[config.mk]
export PLATFORM = sky130hd
export DESIGN_NAME = sia_core
export DESIGN_NICKNAME = d
export VERILOG_FILES = /design/src/hdl/sia_pkg.sv /design/src/hdl/sia_code_buf.sv /design/src/hdl/sia_monitor.sv /design/src/hdl/sia_core.sv
export SDC_FILE = /design/constraint.sdc
export NUM_CORES = 1
export LEC_CHECK = 0
export BUFFER_PORTS_ARGS = -buffer_cell sky130_fd_sc_hd__buf_2
export CAP_MARGIN = 15
export CORE_UTILIZATION = 44
export CTS_CLUSTER_SIZE = 20
export DETAILED_ROUTE_END_ITERATION = 10
export PLACE_DENSITY_LB_ADDON = 0.2
export SETUP_SLACK_MARGIN = 0.5
export SLEW_MARGIN = 20
export SYNTH_ARGS = -nofsm -noshare
export SYNTH_HDL_FRONTEND = slang
export SYNTH_SLANG_ARGS = --single-unit
[constraint.sdc]
create_clock -name i_clk -period 3 [get_ports i_clk]
set_input_delay 0.75 -clock i_clk [delete_from_list [all_inputs] [get_ports i_clk]]
set_output_delay 0.75 -clock i_clk [all_outputs]
set_load 0.05 [all_outputs]
[src/hdl/sia_pkg.sv]
// sia_pkg: shared constants and state records of the interrupt aggregator.
// assumes a single 25 MHz clock and synchronous active-high reset.
package sia_pkg;
   localparam int CLK_MHZ = 25;
   localparam int CODE_W = 4;
   localparam int MON_W = 8;
   // cause register layout
   localparam int CAUSE_W = 8;
   localparam int BIT_EXT_FLAG = 0;
   localparam int BIT_CODE_FLAG = 2;
   localparam logic [7:0] CAUSE_CLR_ON_READ = 8'hFA;
   localparam logic [7:0] CAUSE_RESET = 8'h00;
   localparam logic [7:0] MASK_ALL = 8'hFF;
   // extended cause register layout
   localparam int EXT_W = 8;
   localparam int BIT_EXT_MONITOR = 2;
   // change bits in the channel-0 view, above the code
   localparam int BIT_CH1_CHG = CODE_W;
   localparam int BIT_CH0_CHG = CODE_W + 1;
   localparam int BIT_SQ_CHG = CODE_W + 2;
   // monitor status layout
   localparam int MON_ST_W = 4;
   localparam int BIT_MON_BYTE = 0;
   localparam int BIT_MON_END = 1;
   localparam int BIT_MON_ACK = 2;
   localparam int BIT_MON_ABORT = 3;

   typedef struct packed {
      logic [CODE_W-1:0] last_in;
      logic [CODE_W-1:0] shown;
      logic [CODE_W-1:0] spare;
      logic unread;
      logic spare_valid;
      logic announced;
   } sia_buf_type;

   typedef struct packed {
      logic tx_valid_prev;
      logic in_packet;
      logic rx_ack_bit;
      logic [MON_W-1:0] data;
      logic [MON_ST_W-1:0] status;
   } sia_mon_type;

   typedef struct packed {
      logic [CAUSE_W-1:0] cause;
      logic [CAUSE_W-1:0] cause_view;
      logic [EXT_W-1:0] ext;
      logic [EXT_W-1:0] ext_view;
      logic sq_chg;
      logic ch0_chg;
      logic ch1_chg;
      logic dcl_prev;
      logic int_oe;
   } sia_core_type;
endpackage

[src/hdl/sia_code_buf.sv]
// sia_code_buf: two-entry receive buffer for one received code.
// assumes the code input is synchronous and i_rd pulses once per read.
module sia_code_buf
(
   input wire logic i_clk,
   input wire logic i_rst,
   input wire logic [sia_pkg::CODE_W-1:0] i_code,
   input wire logic i_enable,
   input wire logic i_rd,
   output logic [sia_pkg::CODE_W-1:0] o_code,
   output logic o_new
);
   sia_pkg::sia_buf_type s;
   sia_pkg::sia_buf_type next_s;
   logic changed;

   always_comb
   begin
      next_s = s;
      o_new = 1'b0;
      changed = (i_code != s.last_in);
      next_s.last_in = i_code;
      if (i_rd)
      begin
         next_s.unread = 1'b0;
         next_s.announced = 1'b0;
         if (s.spare_valid)
         begin
            // unread spare moves up at once and is a fresh event
            next_s.shown = s.spare;
            next_s.unread = 1'b1;
            next_s.spare_valid = 1'b0;
         end
      end
      if (changed)
      begin
         if (!next_s.unread)
         begin
            next_s.shown = i_code;
            next_s.unread = 1'b1;
         end
         else
         begin
            // spare always keeps the newest code
            next_s.spare = i_code;
            next_s.spare_valid = 1'b1;
         end
      end
      // announcement waits for the enable
      if (s.unread && !s.announced && i_enable)
      begin
         o_new = 1'b1;
         next_s.announced = 1'b1;
      end
   end

   always_ff @(posedge i_clk)
   begin
      if (i_rst)
         s <= '0;
      else
         s <= next_s;
   end

   assign o_code = s.shown;
endmodule

[src/hdl/sia_monitor.sv]
// sia_monitor: monitor channel byte capture and its status flags.
// assumes the valid bit and event inputs are synchronous levels/pulses.
module sia_monitor
(
   input wire logic i_clk,
   input wire logic i_rst,
   input wire logic i_rx_enable,
   input wire logic i_hs_control,
   input wire logic i_tx_enable,
   input wire logic i_tx_valid_bit,
   input wire logic [sia_pkg::MON_W-1:0] i_byte,
   input wire logic i_end,
   input wire logic i_acked,
   input wire logic i_aborted,
   input wire logic i_rd,
   output logic [sia_pkg::MON_W-1:0] o_data,
   output logic [sia_pkg::MON_ST_W-1:0] o_status,
   output logic o_rx_ack_bit,
   output logic o_evt
);
   sia_pkg::sia_mon_type s;
   sia_pkg::sia_mon_type next_s;
   logic byte_in;
   logic [sia_pkg::MON_ST_W-1:0] set;

   always_comb
   begin
      next_s = s;
      set = '0;
      byte_in = s.tx_valid_prev && !i_tx_valid_bit;
      next_s.tx_valid_prev = i_tx_valid_bit;
      if (byte_in && i_rx_enable && (i_hs_control || !s.in_packet))
      begin
         set[sia_pkg::BIT_MON_BYTE] = 1'b1;
         next_s.data = i_byte;
      end
      if (byte_in)
         next_s.in_packet = 1'b1;
      if (i_end)
         next_s.in_packet = 1'b0;
      set[sia_pkg::BIT_MON_END] = i_end && i_rx_enable && i_hs_control;
      set[sia_pkg::BIT_MON_ACK] = i_acked && i_tx_enable;
      set[sia_pkg::BIT_MON_ABORT] = i_aborted && i_tx_enable;
      // handshake bit answers each byte while control and receive enable are on
      if (!i_hs_control)
         next_s.rx_ack_bit = 1'b1;
      else if (byte_in && i_rx_enable)
         next_s.rx_ack_bit = 1'b0;
      else if (i_tx_valid_bit)
         next_s.rx_ack_bit = 1'b1;
      next_s.status = (i_rd ? '0 : s.status) | set;
      o_evt = |set;
   end

   always_ff @(posedge i_clk)
   begin
      if (i_rst)
         s <= '0;
      else
         s <= next_s;
   end

   assign o_data = s.data;
   assign o_status = s.status;
   assign o_rx_ack_bit = s.rx_ack_bit;
endmodule

[src/hdl/sia_core.sv]
// sia_core: interrupt aggregator, cause/extended/code registers, request line.
// assumes reads arrive as one-cycle strobes after the host sampled the view outputs.
// Operation
// - six direct sources; bit 0 flags eight extended sources.
// - cause read clears all bits except extended and code flags.
// - code flag clears only on channel-0 code register read.
// - extended read clears extended register and extended flag.
// - request drops once cause register is empty.
// - masked bits hidden from reads, kept pending until unmasked.
// - cause read leaves masked pending events intact.
// - extended and code flags set even masked, without request.
// - code flag from S/Q, channel 0, channel 1 in terminal mode.
// - disabled S/Q or channel-1 changes wait for enable.
// - three change bits live in channel-0 view, cleared on its read.
// - new code never overwrites unread one; pending loads after read.
// - two-entry buffer: first then most recent code returned.
// - monitor receive flags gated by two enables, transmit flags by one.
// - no byte flag without receive enable; first byte only without handshake.
// - with both enables each byte stored, flagged and acknowledged.
// - request level-active, stays asserted while any unmasked source remains.
// - all-ones mask drops request; restored mask reasserts it.
// - request changes only on data clock rising edge.
// - reads releasing last source drop request at next data clock rising edge.
// - request open-drain active low, driven only when active.
module sia_core
(
   input wire logic i_clk,
   input wire logic i_rst,
   input wire logic i_data_clock_line,
   input wire logic [7:0] i_mask,
   input wire logic [5:0] i_src_evt,
   input wire logic [7:0] i_ext_evt,
   input wire logic i_cause_rd,
   input wire logic i_ext_rd,
   input wire logic i_ch0_rd,
   input wire logic i_sq_rd,
   input wire logic i_ch1_rd,
   input wire logic [3:0] i_sq_code,
   input wire logic [3:0] i_ch0_code,
   input wire logic [3:0] i_ch1_code,
   input wire logic i_terminal_mode,
   input wire logic i_sq_change_enable,
   input wire logic i_ch1_change_enable,
   input wire logic i_mon_rx_enable,
   input wire logic i_mon_hs_control,
   input wire logic i_mon_tx_enable,
   input wire logic i_mon_tx_valid_bit,
   input wire logic [7:0] i_mon_byte,
   input wire logic i_mon_end,
   input wire logic i_mon_acked,
   input wire logic i_mon_aborted,
   input wire logic i_mon_rd,
   output logic [7:0] o_cause_status_reg,
   output logic [7:0] o_extended_cause_reg,
   output logic [6:0] o_code_receive_reg0,
   output logic [3:0] o_sq_receive_reg,
   output logic [3:0] o_code_receive_reg1,
   output logic [7:0] o_mon_data,
   output logic [3:0] o_mon_status,
   output logic o_monitor_rx_ack_bit,
   output logic o_int_req_n_o,
   output logic o_int_req_n_oe
);
   sia_pkg::sia_core_type s;
   sia_pkg::sia_core_type next_s;
   logic sq_new;
   logic ch0_new;
   logic ch1_new;
   logic mon_evt;
   logic dcl_rise;
   logic pending;
   logic code_set;
   logic [7:0] cause_set;
   logic [7:0] cause_clr;
   logic [7:0] ext_set;
   logic [7:0] ext_clr;

   sia_code_buf u_sq_buf
   (
      .i_clk(i_clk),
      .i_rst(i_rst),
      .i_code(i_sq_code),
      .i_enable(i_sq_change_enable),
      .i_rd(i_sq_rd),
      .o_code(o_sq_receive_reg),
      .o_new(sq_new)
   );

   sia_code_buf u_ch0_buf
   (
      .i_clk(i_clk),
      .i_rst(i_rst),
      .i_code(i_ch0_code),
      .i_enable(1'b1),
      .i_rd(i_ch0_rd),
      .o_code(o_code_receive_reg0[3:0]),
      .o_new(ch0_new)
   );

   // channel 1 only counts in terminal mode
   sia_code_buf u_ch1_buf
   (
      .i_clk(i_clk),
      .i_rst(i_rst),
      .i_code(i_ch1_code),
      .i_enable(i_ch1_change_enable && i_terminal_mode),
      .i_rd(i_ch1_rd),
      .o_code(o_code_receive_reg1),
      .o_new(ch1_new)
   );

   sia_monitor u_monitor
   (
      .i_clk(i_clk),
      .i_rst(i_rst),
      .i_rx_enable(i_mon_rx_enable),
      .i_hs_control(i_mon_hs_control),
      .i_tx_enable(i_mon_tx_enable),
      .i_tx_valid_bit(i_mon_tx_valid_bit),
      .i_byte(i_mon_byte),
      .i_end(i_mon_end),
      .i_acked(i_mon_acked),
      .i_aborted(i_mon_aborted),
      .i_rd(i_mon_rd),
      .o_data(o_mon_data),
      .o_status(o_mon_status),
      .o_rx_ack_bit(o_monitor_rx_ack_bit),
      .o_evt(mon_evt)
   );

   always_comb
   begin
      next_s = s;
      dcl_rise = i_data_clock_line && !s.dcl_prev;
      next_s.dcl_prev = i_data_clock_line;
      code_set = sq_new || ch0_new || ch1_new;
      // extended register, whole shown content clears on read
      ext_set = i_ext_evt;
      ext_set[sia_pkg::BIT_EXT_MONITOR] = i_ext_evt[sia_pkg::BIT_EXT_MONITOR] || mon_evt;
      ext_clr = i_ext_rd ? s.ext_view : 8'h00;
      next_s.ext = (s.ext & ~ext_clr) | ext_set;
      next_s.ext_view = next_s.ext;
      // cause register; only bits the host saw are cleared
      cause_set = {i_src_evt[5:1], code_set, i_src_evt[0], |ext_set};
      cause_clr = i_cause_rd ? (s.cause_view & sia_pkg::CAUSE_CLR_ON_READ) : 8'h00;
      if (i_ext_rd)
         cause_clr[sia_pkg::BIT_EXT_FLAG] = 1'b1;
      if (i_ch0_rd)
         cause_clr[sia_pkg::BIT_CODE_FLAG] = 1'b1;
      next_s.cause = (s.cause & ~cause_clr) | cause_set;
      next_s.cause_view = next_s.cause & ~i_mask;
      // change bits, set wins over the read clear
      next_s.sq_chg = (s.sq_chg && !i_ch0_rd) || sq_new;
      next_s.ch0_chg = (s.ch0_chg && !i_ch0_rd) || ch0_new;
      next_s.ch1_chg = (s.ch1_chg && !i_ch0_rd) || ch1_new;
      // masked flags never raise the request
      pending = |(s.cause & ~i_mask);
      // request level only moves on a data clock rising edge
      if (dcl_rise)
         next_s.int_oe = pending;
   end

   always_ff @(posedge i_clk)
   begin
      if (i_rst)
         s <= '0;
      else
         s <= next_s;
   end

   assign o_cause_status_reg = s.cause_view;
   assign o_extended_cause_reg = s.ext_view;
   assign o_code_receive_reg0[6:4] = {s.sq_chg, s.ch0_chg, s.ch1_chg};
   // open drain: low only while a request is active
   assign o_int_req_n_o = 1'b0;
   assign o_int_req_n_oe = s.int_oe;
endmodule

Word level (Yosys, flattened, before mapping)
Index checks and enable logic that the tools add are counted.

Equal/unequal tests: 4. Add/subtract/negate cells: 0. Reductions and logical operators: 41. Multipliers: 0. Shifts and indexed selects: 0. Bitwise logic cells: 10. Magnitude comparators: 0. Multiplexer cells: 39. Div/mod/pow operators: 0.

Operator list (count): 4-bit two-way mux (13); 8-bit AND (4); 10-bit two-way mux (3); 8-bit NOT (3); 1-bit logical AND (17); 8-bit two-way mux (2); 8-bit OR (2); 8-bit OR reduction (2); 1-bit two-way mux (15); 4-bit inequality test (3); 3-bit two-way mux (3); 1-bit logical NOT (7); 1-bit logical OR (7); 2-bit two-way mux (3); 2-bit AND reduction (3); 2-bit nonzero test (3); 4-bit OR (1); 4-bit OR reduction (1); 3-bit by 1-bit inequality test with 1-bit output, second input constant (1); 2-bit OR reduction (1).

Output and inout bits: 46. Bits in read-only memories: 0. RAM bits: 0. Flip-flop bits (word level): 89. Bits of input ports: 61. Memories kept: 0. Latch bits: 0.

Longest topological paths before layout
Gate-level depths: netlist (run 1).

Word-level depth: 10. Gate-level depth with buffers: 5. Depth with buffers taken out: 3.

Modules after synthesis
Synthesis (run 1) repeated with hierarchy kept, for this count alone.

Cell total of the unflattened synthesis: 419. Area, all modules: 4030.1 µm².

By module, submodules not included: sia_code_buf (instances 3, area an instance 719.4 µm², cells an instance 71); sia_core (instances 1, area an instance 1149.9 µm², cells an instance 129); sia_monitor (instances 1, area an instance 721.9 µm², cells an instance 77).

Least setup slack after synthesis (run 1)
OpenSTA, ideal clock, no wires.

Kind: input port to flip-flop. Start: input port i_ch0_code[1]. End: register u_ch0_buf.s[3] in the netlist's numbering. Library setup time: 121 ps. Data required time: 2879 ps. Path slack: 1084 ps. Stages on the path: 3. Path buffers: 0. Arrival: 1795 ps. Path through: xor2_1 -> o41ai_4 -> mux2_2.

Word-level cells in the longest chain between the ends: 2.

Ends and longest elaborated chain: start: declaration (RTL line sia_core.sv:39) `input wire logic [3:0] i_ch0_code,`; 4-bit inequality test (RTL line sia_code_buf.sv:21) `changed = (i_code != s.last_in);`; 2-bit AND reduction (no source line); end signal: assignment (RTL line sia_code_buf.sv:62) `s <= next_s;`; end: declaration (RTL line sia_code_buf.sv:13) `sia_pkg::sia_buf_type s;`.

No other way between the ends. A chain may end at the register's enable or synchronous reset.

Worst setup path in the final report (run 1)
Start: input port i_ch0_code[1]. End: register u_ch0_buf.s[5] in the netlist's numbering.

Same word-level chain as after synthesis.

==> summary.txt, run 1 <==
Yosys
  – Most common cell in the synthesized netlist: dfxtp_1
  – Synth area leader: dfxtp_1
  – Post-Synthesis Net Count: roughly 460
  – Commonest cells in the netlist: dfxtp_1, a21oi_1, buf_4, nor2b_1, mux2_2
  – Top_reg_cell synth: dfxtp_1
  – Cell variety after synth: 38
  – Ys async rst share: 0%
  – Post-Synthesis Cells: 400
  – Yosys warnings: 0
  – Syn Area/Cell: between 9 and 10 sq um
  – Area contributors post-synth: dfxtp_1, buf_4, mux2_2
  – Synth Register Bits: 89
  – Number of synthesized flops with an enable pin: 0
  – Seq/Total Area, Yosys: roughly 45%
  – Fraction of post-synthesis cell area in the top cell type by area: about 45%
  – Cell area after synthesis: roughly 3900 sq um

Power
  – Design Power: 2.571 mW
  – VDD IR-drop max: about 0.00025 V
  – Leak pwr: 1.936 nW
  – Power Dens Cells: between 500 and 600 nW/um^2

Setup path
  – Worst Path Max Fanout: 5
  – Startpoint Class: input pin
  – Worst r2r path cells: 3
  – CP Class: in2reg
  – WP data required: roughly 3200 ps
  – Arr. time, crit path: between 1500 and 2000 ps
  – CP Capture Type: register
  – R2R setup slack: about 1500 ps

Timing
  – Setup Viol. Count Final: 0
  – Final Max Tran Viols: 0
  – Slew @ Worst Pin: between 500 and 600 ps
  – RSZ-0062 raised after global routing: false
  – Hold WS: roughly 460 ps
  – Fmax: 0.5678 GHz
  – Slew margin rel.: a little under two thirds
  – Final hold violation count: 0
  – Fin crit period: around 1800 ps
  – Fin crit share: between 50% and 60%
  – Final WS setup: about 1200 ps
  – Final Skew: around 7.8 ps
  – Post-route setup TNS: 0 ps

Route
  – Wire per inst: between 10 and 15 um
  – 1st-pass router iterations: 6
  – Total Routed Length: between 7000 and 8000 um
  – Residual DRC: 0
  – Vias per Instance: between 4 and 5
  – Via Count: ~2,800
  – ANT nets after route: 0
  – Initial drt markers: 83

Place
  – Port Buf Inserts: around 110
  – Dpl ws: 883.8 ps
  – RD Place Congestion: slightly below 0.8
  – Post-DP HPWL: 5488 um

Final layout
  – Share of layout cells above drive strength 1: between 30 and 40%
  – Fillers: approximately 840
  – Area growth from synthesis to layout: 11.76%
  – Largest regs: u_ch0_buf.s: 11 flops, u_ch1_buf.s: 11 flops, u_sq_buf.s: 11 flops
  – Final nets: ~520
  – Antenna cells: 0
  – Sequential cell area: around 1800 sq um
  – Multi-input gate area: roughly 1700 sq um

GRT
  – Routing usage on met2: between 20 and 30%
  – Gr usage total: about 16%
  – First-pass GRT wire length: roughly 12,000 um
  – Vias in the first global route: approximately 2,700
  – Largest net degree at the start of global routing: between 40 and 50
  – Initial antenna violation count: 0
  – M1 GR Usage: between 20% and 30%
  – Most Used Layer, Global Route: met2
  – Overflow after GRT: 0
  – GRT met3 Usage: 3.613%

Die
  – Die area: 9352 sq um
  – Core area: approximately 8700 sq um
  – Die height: between 90 and 100 um
  – Die Wd: 96.71 um
  – I/O pin count: between 100 and 150
  – Initial Util: roughly 45%
  – Row cnt: 34

Clock tree
  – H-tree lvl count: 3
  – TritonCTS clock tree: built
  – CTS Buffer Depth: 2
  – CTS buffer count: 9
  – Gates resized, CTS repair: 0
  – Post-CTS Setup Inserts: 0
  – CTS Root Cell: clkbuf_8
  – Later-pin clock latency in the skew report: about 340 ps
  – Cts-stage hold buffer count: 0
  – Total clock sinks: between 80 and 90
  – Worst-path clk slew: ~80 ps

Job
  – Max-cap violations: 0

Min path
  – Hold depth: 2
  – Hold crit path type: reg2reg

Outcome
  – Status: finished clean
logic make-up after synthesis:
group	count (synthesis)	synth area share [%]
other	1	0.09503
muxes	30	8.846
AOI/OAI and AO/OA	88	17.22
xor gates and xnor gates	12	2.663
DFF	89	45.15
buffers and inverters	68	10.81
and+or+nand+nor	112	15.22
layer usage:
layer / up-vias / share of wire [%]
met5: - / 0
met4: 0 / 0.77
met3: 5 / 5.4
met2: 81 / 45
met1: 1274 / 49
li1: 1444 / -
per-stage QoR:
step | instance area (sq um) | cells | util [%]
2_1_floorplan | 3946 | 400 | -
3_3_place_gp | 4227 | 552 | 48.46
3_5_place_dp | 4227 | 552 | 48.46
4_1_cts | 4410 | 566 | 50.57
5_1_grt | 4410 | 566 | 50.57
6_report | 4410 | 566 | 50.57
worst max-delay path: stages:
cell     delay, ps
buf_2          110
xor2_1         220
o41ai_4        530
mux2_2         380
layout make-up:
| cell class | instances | share of cell area [%] |
|---|---|---|
| Sequential cell | 89 | 40.40 |
| Multi-Input combinational cell | 243 | 39.40 |
| Timing Repair Buffer | 107 | 12.54 |
| Clock buffer | 11 | 3.206 |
| Tap cell | 108 | 3.064 |
| Clock inverter | 3 | 0.9645 |
| Inverter | 5 | 0.4255 |
path summary, 6_finish.rpt:
| path | from | end |
|---|---|---|
| min | u_monitor.o_status[0]$_SDFF_PP0_ | u_monitor.o_status[0]$_SDFF_PP0_ |
| max reg2reg | u_ch0_buf.s[12]$_SDFF_PP0_ | u_ch0_buf.s[5]$_SDFFE_PP0P_ |
| min reg2reg | u_monitor.o_status[0]$_SDFF_PP0_ | u_monitor.o_status[0]$_SDFF_PP0_ |
| max | i_ch0_code[1] | u_ch0_buf.s[5]$_SDFFE_PP0P_ |
where the power goes:
group          total (mW)  leakage, nW  switching, mW  internal [mW]
clock               0.784       0.0913          0.386          0.398
sequential           1.30        0.737         0.0445           1.26
combinational       0.482         1.11          0.300          0.182
placed cells by master (no fill, tap or decap), types with 2 or more instances in the layout:
cell type  count
a2111oi_0      2
a21bo_2       12
a21oi_1       48
a22oi_1        2
a31oi_1        2
a41oi_1        2
buf_2        105
clkbuf_8      10
dfxtp_1       89
inv_1          4
mux2_2        23
mux2_4         4
mux2i_1        3
nand2_1       12
nand2b_1      11
nand3_1       21
nand3b_1       2
nor2_1        17
nor2b_1       35
nor3_1         8
nor4_1         3
o21ai_0        8
o41ai_4        5
xor2_1        12
Note: power is estimated with default switching activity, not from simulation.
==> run 2: changes to the inputs <==
==> constraint.sdc (replaced) <==
create_clock -name i_clk -period 1.6 [get_ports i_clk]
set_input_delay 0.4 -clock i_clk [delete_from_list [all_inputs] [get_ports i_clk]]
set_output_delay 0.4 -clock i_clk [all_outputs]
set_load 0.05 [all_outputs]
==> summary.txt, run 2 (same netlist as run 1, synthesis figures left out) <==
GRT
  – Gr usage total: 18.38%
  – Vias in the first global route: slightly below 3,000
  – First-pass GRT wire length: between 10,000 and 15,000 um
  – Overflow after GRT: 0
  – Largest net degree at the start of global routing: 46
  – Initial antenna violation count: 0

Clock tree
  – Later-pin clock latency in the skew report: 340 ps
  – Worst-path clk slew: around 80 ps
  – CTS buffer count: 9
  – TritonCTS clock tree: built
  – CTS Buffer Depth: 2
  – H-tree lvl count: 3
  – Cts-stage hold buffer count: 0
  – CTS Root Cell: clkbuf_8
  – Total clock sinks: approximately 90

Timing
  – Final WS setup: roughly 96 ps
  – Final Skew: 11.99 ps
  – RSZ-0062 raised after global routing: true
  – Fmax: around 0.66 GHz
  – Final Max Tran Viols: 0
  – Setup Viol. Count Final: 0
  – Final hold violation count: 0
  – Fin crit share: between 90 and 100%
  – Fin crit period: roughly 1500 ps

Final layout
  – Final nets: approximately 550
  – Multi-input gate area: ~2100 sq um
  – Fillers: 721
  – Antenna cells: 0
  – Commonest cells after routing, fill and taps aside: buf_2, dfxtp_2, a21oi_1
  – Sequential cell area: about 1900 sq um
  – Share of layout cells above drive strength 1: a little under three fifths
  – Commonest non-fill, non-tap cell in the layout: buf_2
  – Area growth from synthesis to layout: 39.98%
  – Largest regs: u_ch0_buf.s: 11 flops, u_ch1_buf.s: 11 flops, u_sq_buf.s: 11 flops
  – Post-layout util: a little under two thirds

Route
  – Residual DRC: 0
  – Total Routed Length: a little under 9000 um
  – ANT nets after route: 0
  – Initial drt markers: 60
  – Vias per Instance: between 5 and 6
  – Via Count: 3,014
  – Wire per inst: about 15 um
  – 1st-pass router iterations: 5

Power
  – Power Dens Cells: about 960 nW/um^2
  – Leak pwr: 2.305 nW
  – Switching Power: ~1.6 mW
  – Int Power: 3.757 mW
  – Comb pwr share: a little under a quarter
  – Sw Ratio: 29.30%
  – Design Power: roughly 5.3 mW
  – VDD IR-drop max: just over 0.0005 V
  – Reg power frac: between 40% and 50%
  – Clock power share: 29.3%

Die
  – I/O pin count: about 110
  – Die height: 96.71 um
  – Row cnt: 34
  – Die Wd: 96.71 um
  – Core area: between 8000 and 9000 sq um
  – Initial Util: a little under half
  – Die area: between 9000 and 10,000 sq um

Place
  – Post-DP HPWL: between 5000 and 6000 um
  – RD Place Congestion: 0.7699
  – Dpl ws: -145.1 ps
  – Port Buf Inserts: 105

Setup path
  – CP Capture Type: register
  – WP data required: about 1800 ps
  – Worst Path Max Fanout: 4
  – CP Class: reg2reg
  – Startpoint Class: register
  – Arr. time, crit path: 1730 ps

Min path
  – Hold crit path type: in2reg

Outcome
  – Status: finished clean

Job
  – Max-cap violations: 0
==> run 2: cell count changes in the layout (fill, tap and decap cells not counted), sizes merged <==
| cell | before | now |
|---|---|---|
| buf | 107 | 138 |
| clkinv | 2 | 1 |
| clkinvlp | 1 | 5 |
| clkbuf | 11 | 10 |
| and3b | 1 | 2 |
==> run 2: repair_timing <==
action | 4_1_cts | 5_1_grt
endpoints found under the setup margin | 77 | 83
setup buffers | 7 | 8
pin swaps | 5 | 8
gates cloned | 0 | 1
resized for setup | 168 | 48
==> run 2: critical path: stages, from the launching register on <==
cell	delay, ps
dfxtp_2	350
xor2_4	170
o41ai_4	490
mux2_2	390
==> run 2: cell type report <==
cell class,count,area share [%]
Sequential cell,89,33.57
Multi-Input combinational cell,244,37.71
Clock inverter,6,1.223
Timing Repair Buffer,138,22.22
Inverter,5,0.3398
Clock buffer,10,2.492
Tap cell,108,2.446
==> run 2: metal layers <==
layer	wire (um)	vias up	track usage, %	part of all wire, %
li1	-	1501	-	-
met1	3964	1431	24.28	45
met2	4346	75	30.55	50
met3	316	7	3.179	3.6
met4	87	0	5.855	1.0
met5	0	-	0	0
==> run 2: path summary, 6_finish.rpt <==
path / depth (start not counted) / to / slack, ps / start
worst max register to register: 3 / u_ch1_buf.o_code[2]$_SDFF_PP0_ / 100 / u_ch1_buf.s[11]$_SDFF_PP0_
worst min-delay path: 2 / o_cause_status_reg[2]$_SDFF_PP0_ / 220 / i_mask[2]
worst max-delay path: 3 / u_ch1_buf.o_code[2]$_SDFF_PP0_ / 100 / u_ch1_buf.s[11]$_SDFF_PP0_
worst min register to register: 2 / u_sq_buf.s[0]$_SDFFE_PP0P_ / 470 / u_sq_buf.s[0]$_SDFFE_PP0P_
==> run 2: power groups by stage <==
stage	clock network, mW	registers (mW)	logic [mW]
floorplan	0	2.48	0.828
global placement	0	2.48	1.01
detailed placement	0	2.49	1.02
CTS	1.59	2.48	1.17
global route	1.71	2.51	1.34
finish	1.56	2.49	1.27
==> run 2: metrics by stage <==
stage,hold WS (ps),instances,setup TNS [ps],cell area (sq um)
4_1_cts,202.8,591,0,5236
5_1_grt,203.1,600,0,5524
3_3_place_gp,444.6,568,-2492,4509
3_5_place_dp,457.0,568,-2732,4509
2_1_floorplan,435.9,400,0,4111
6_report,218.5,600,0,5524
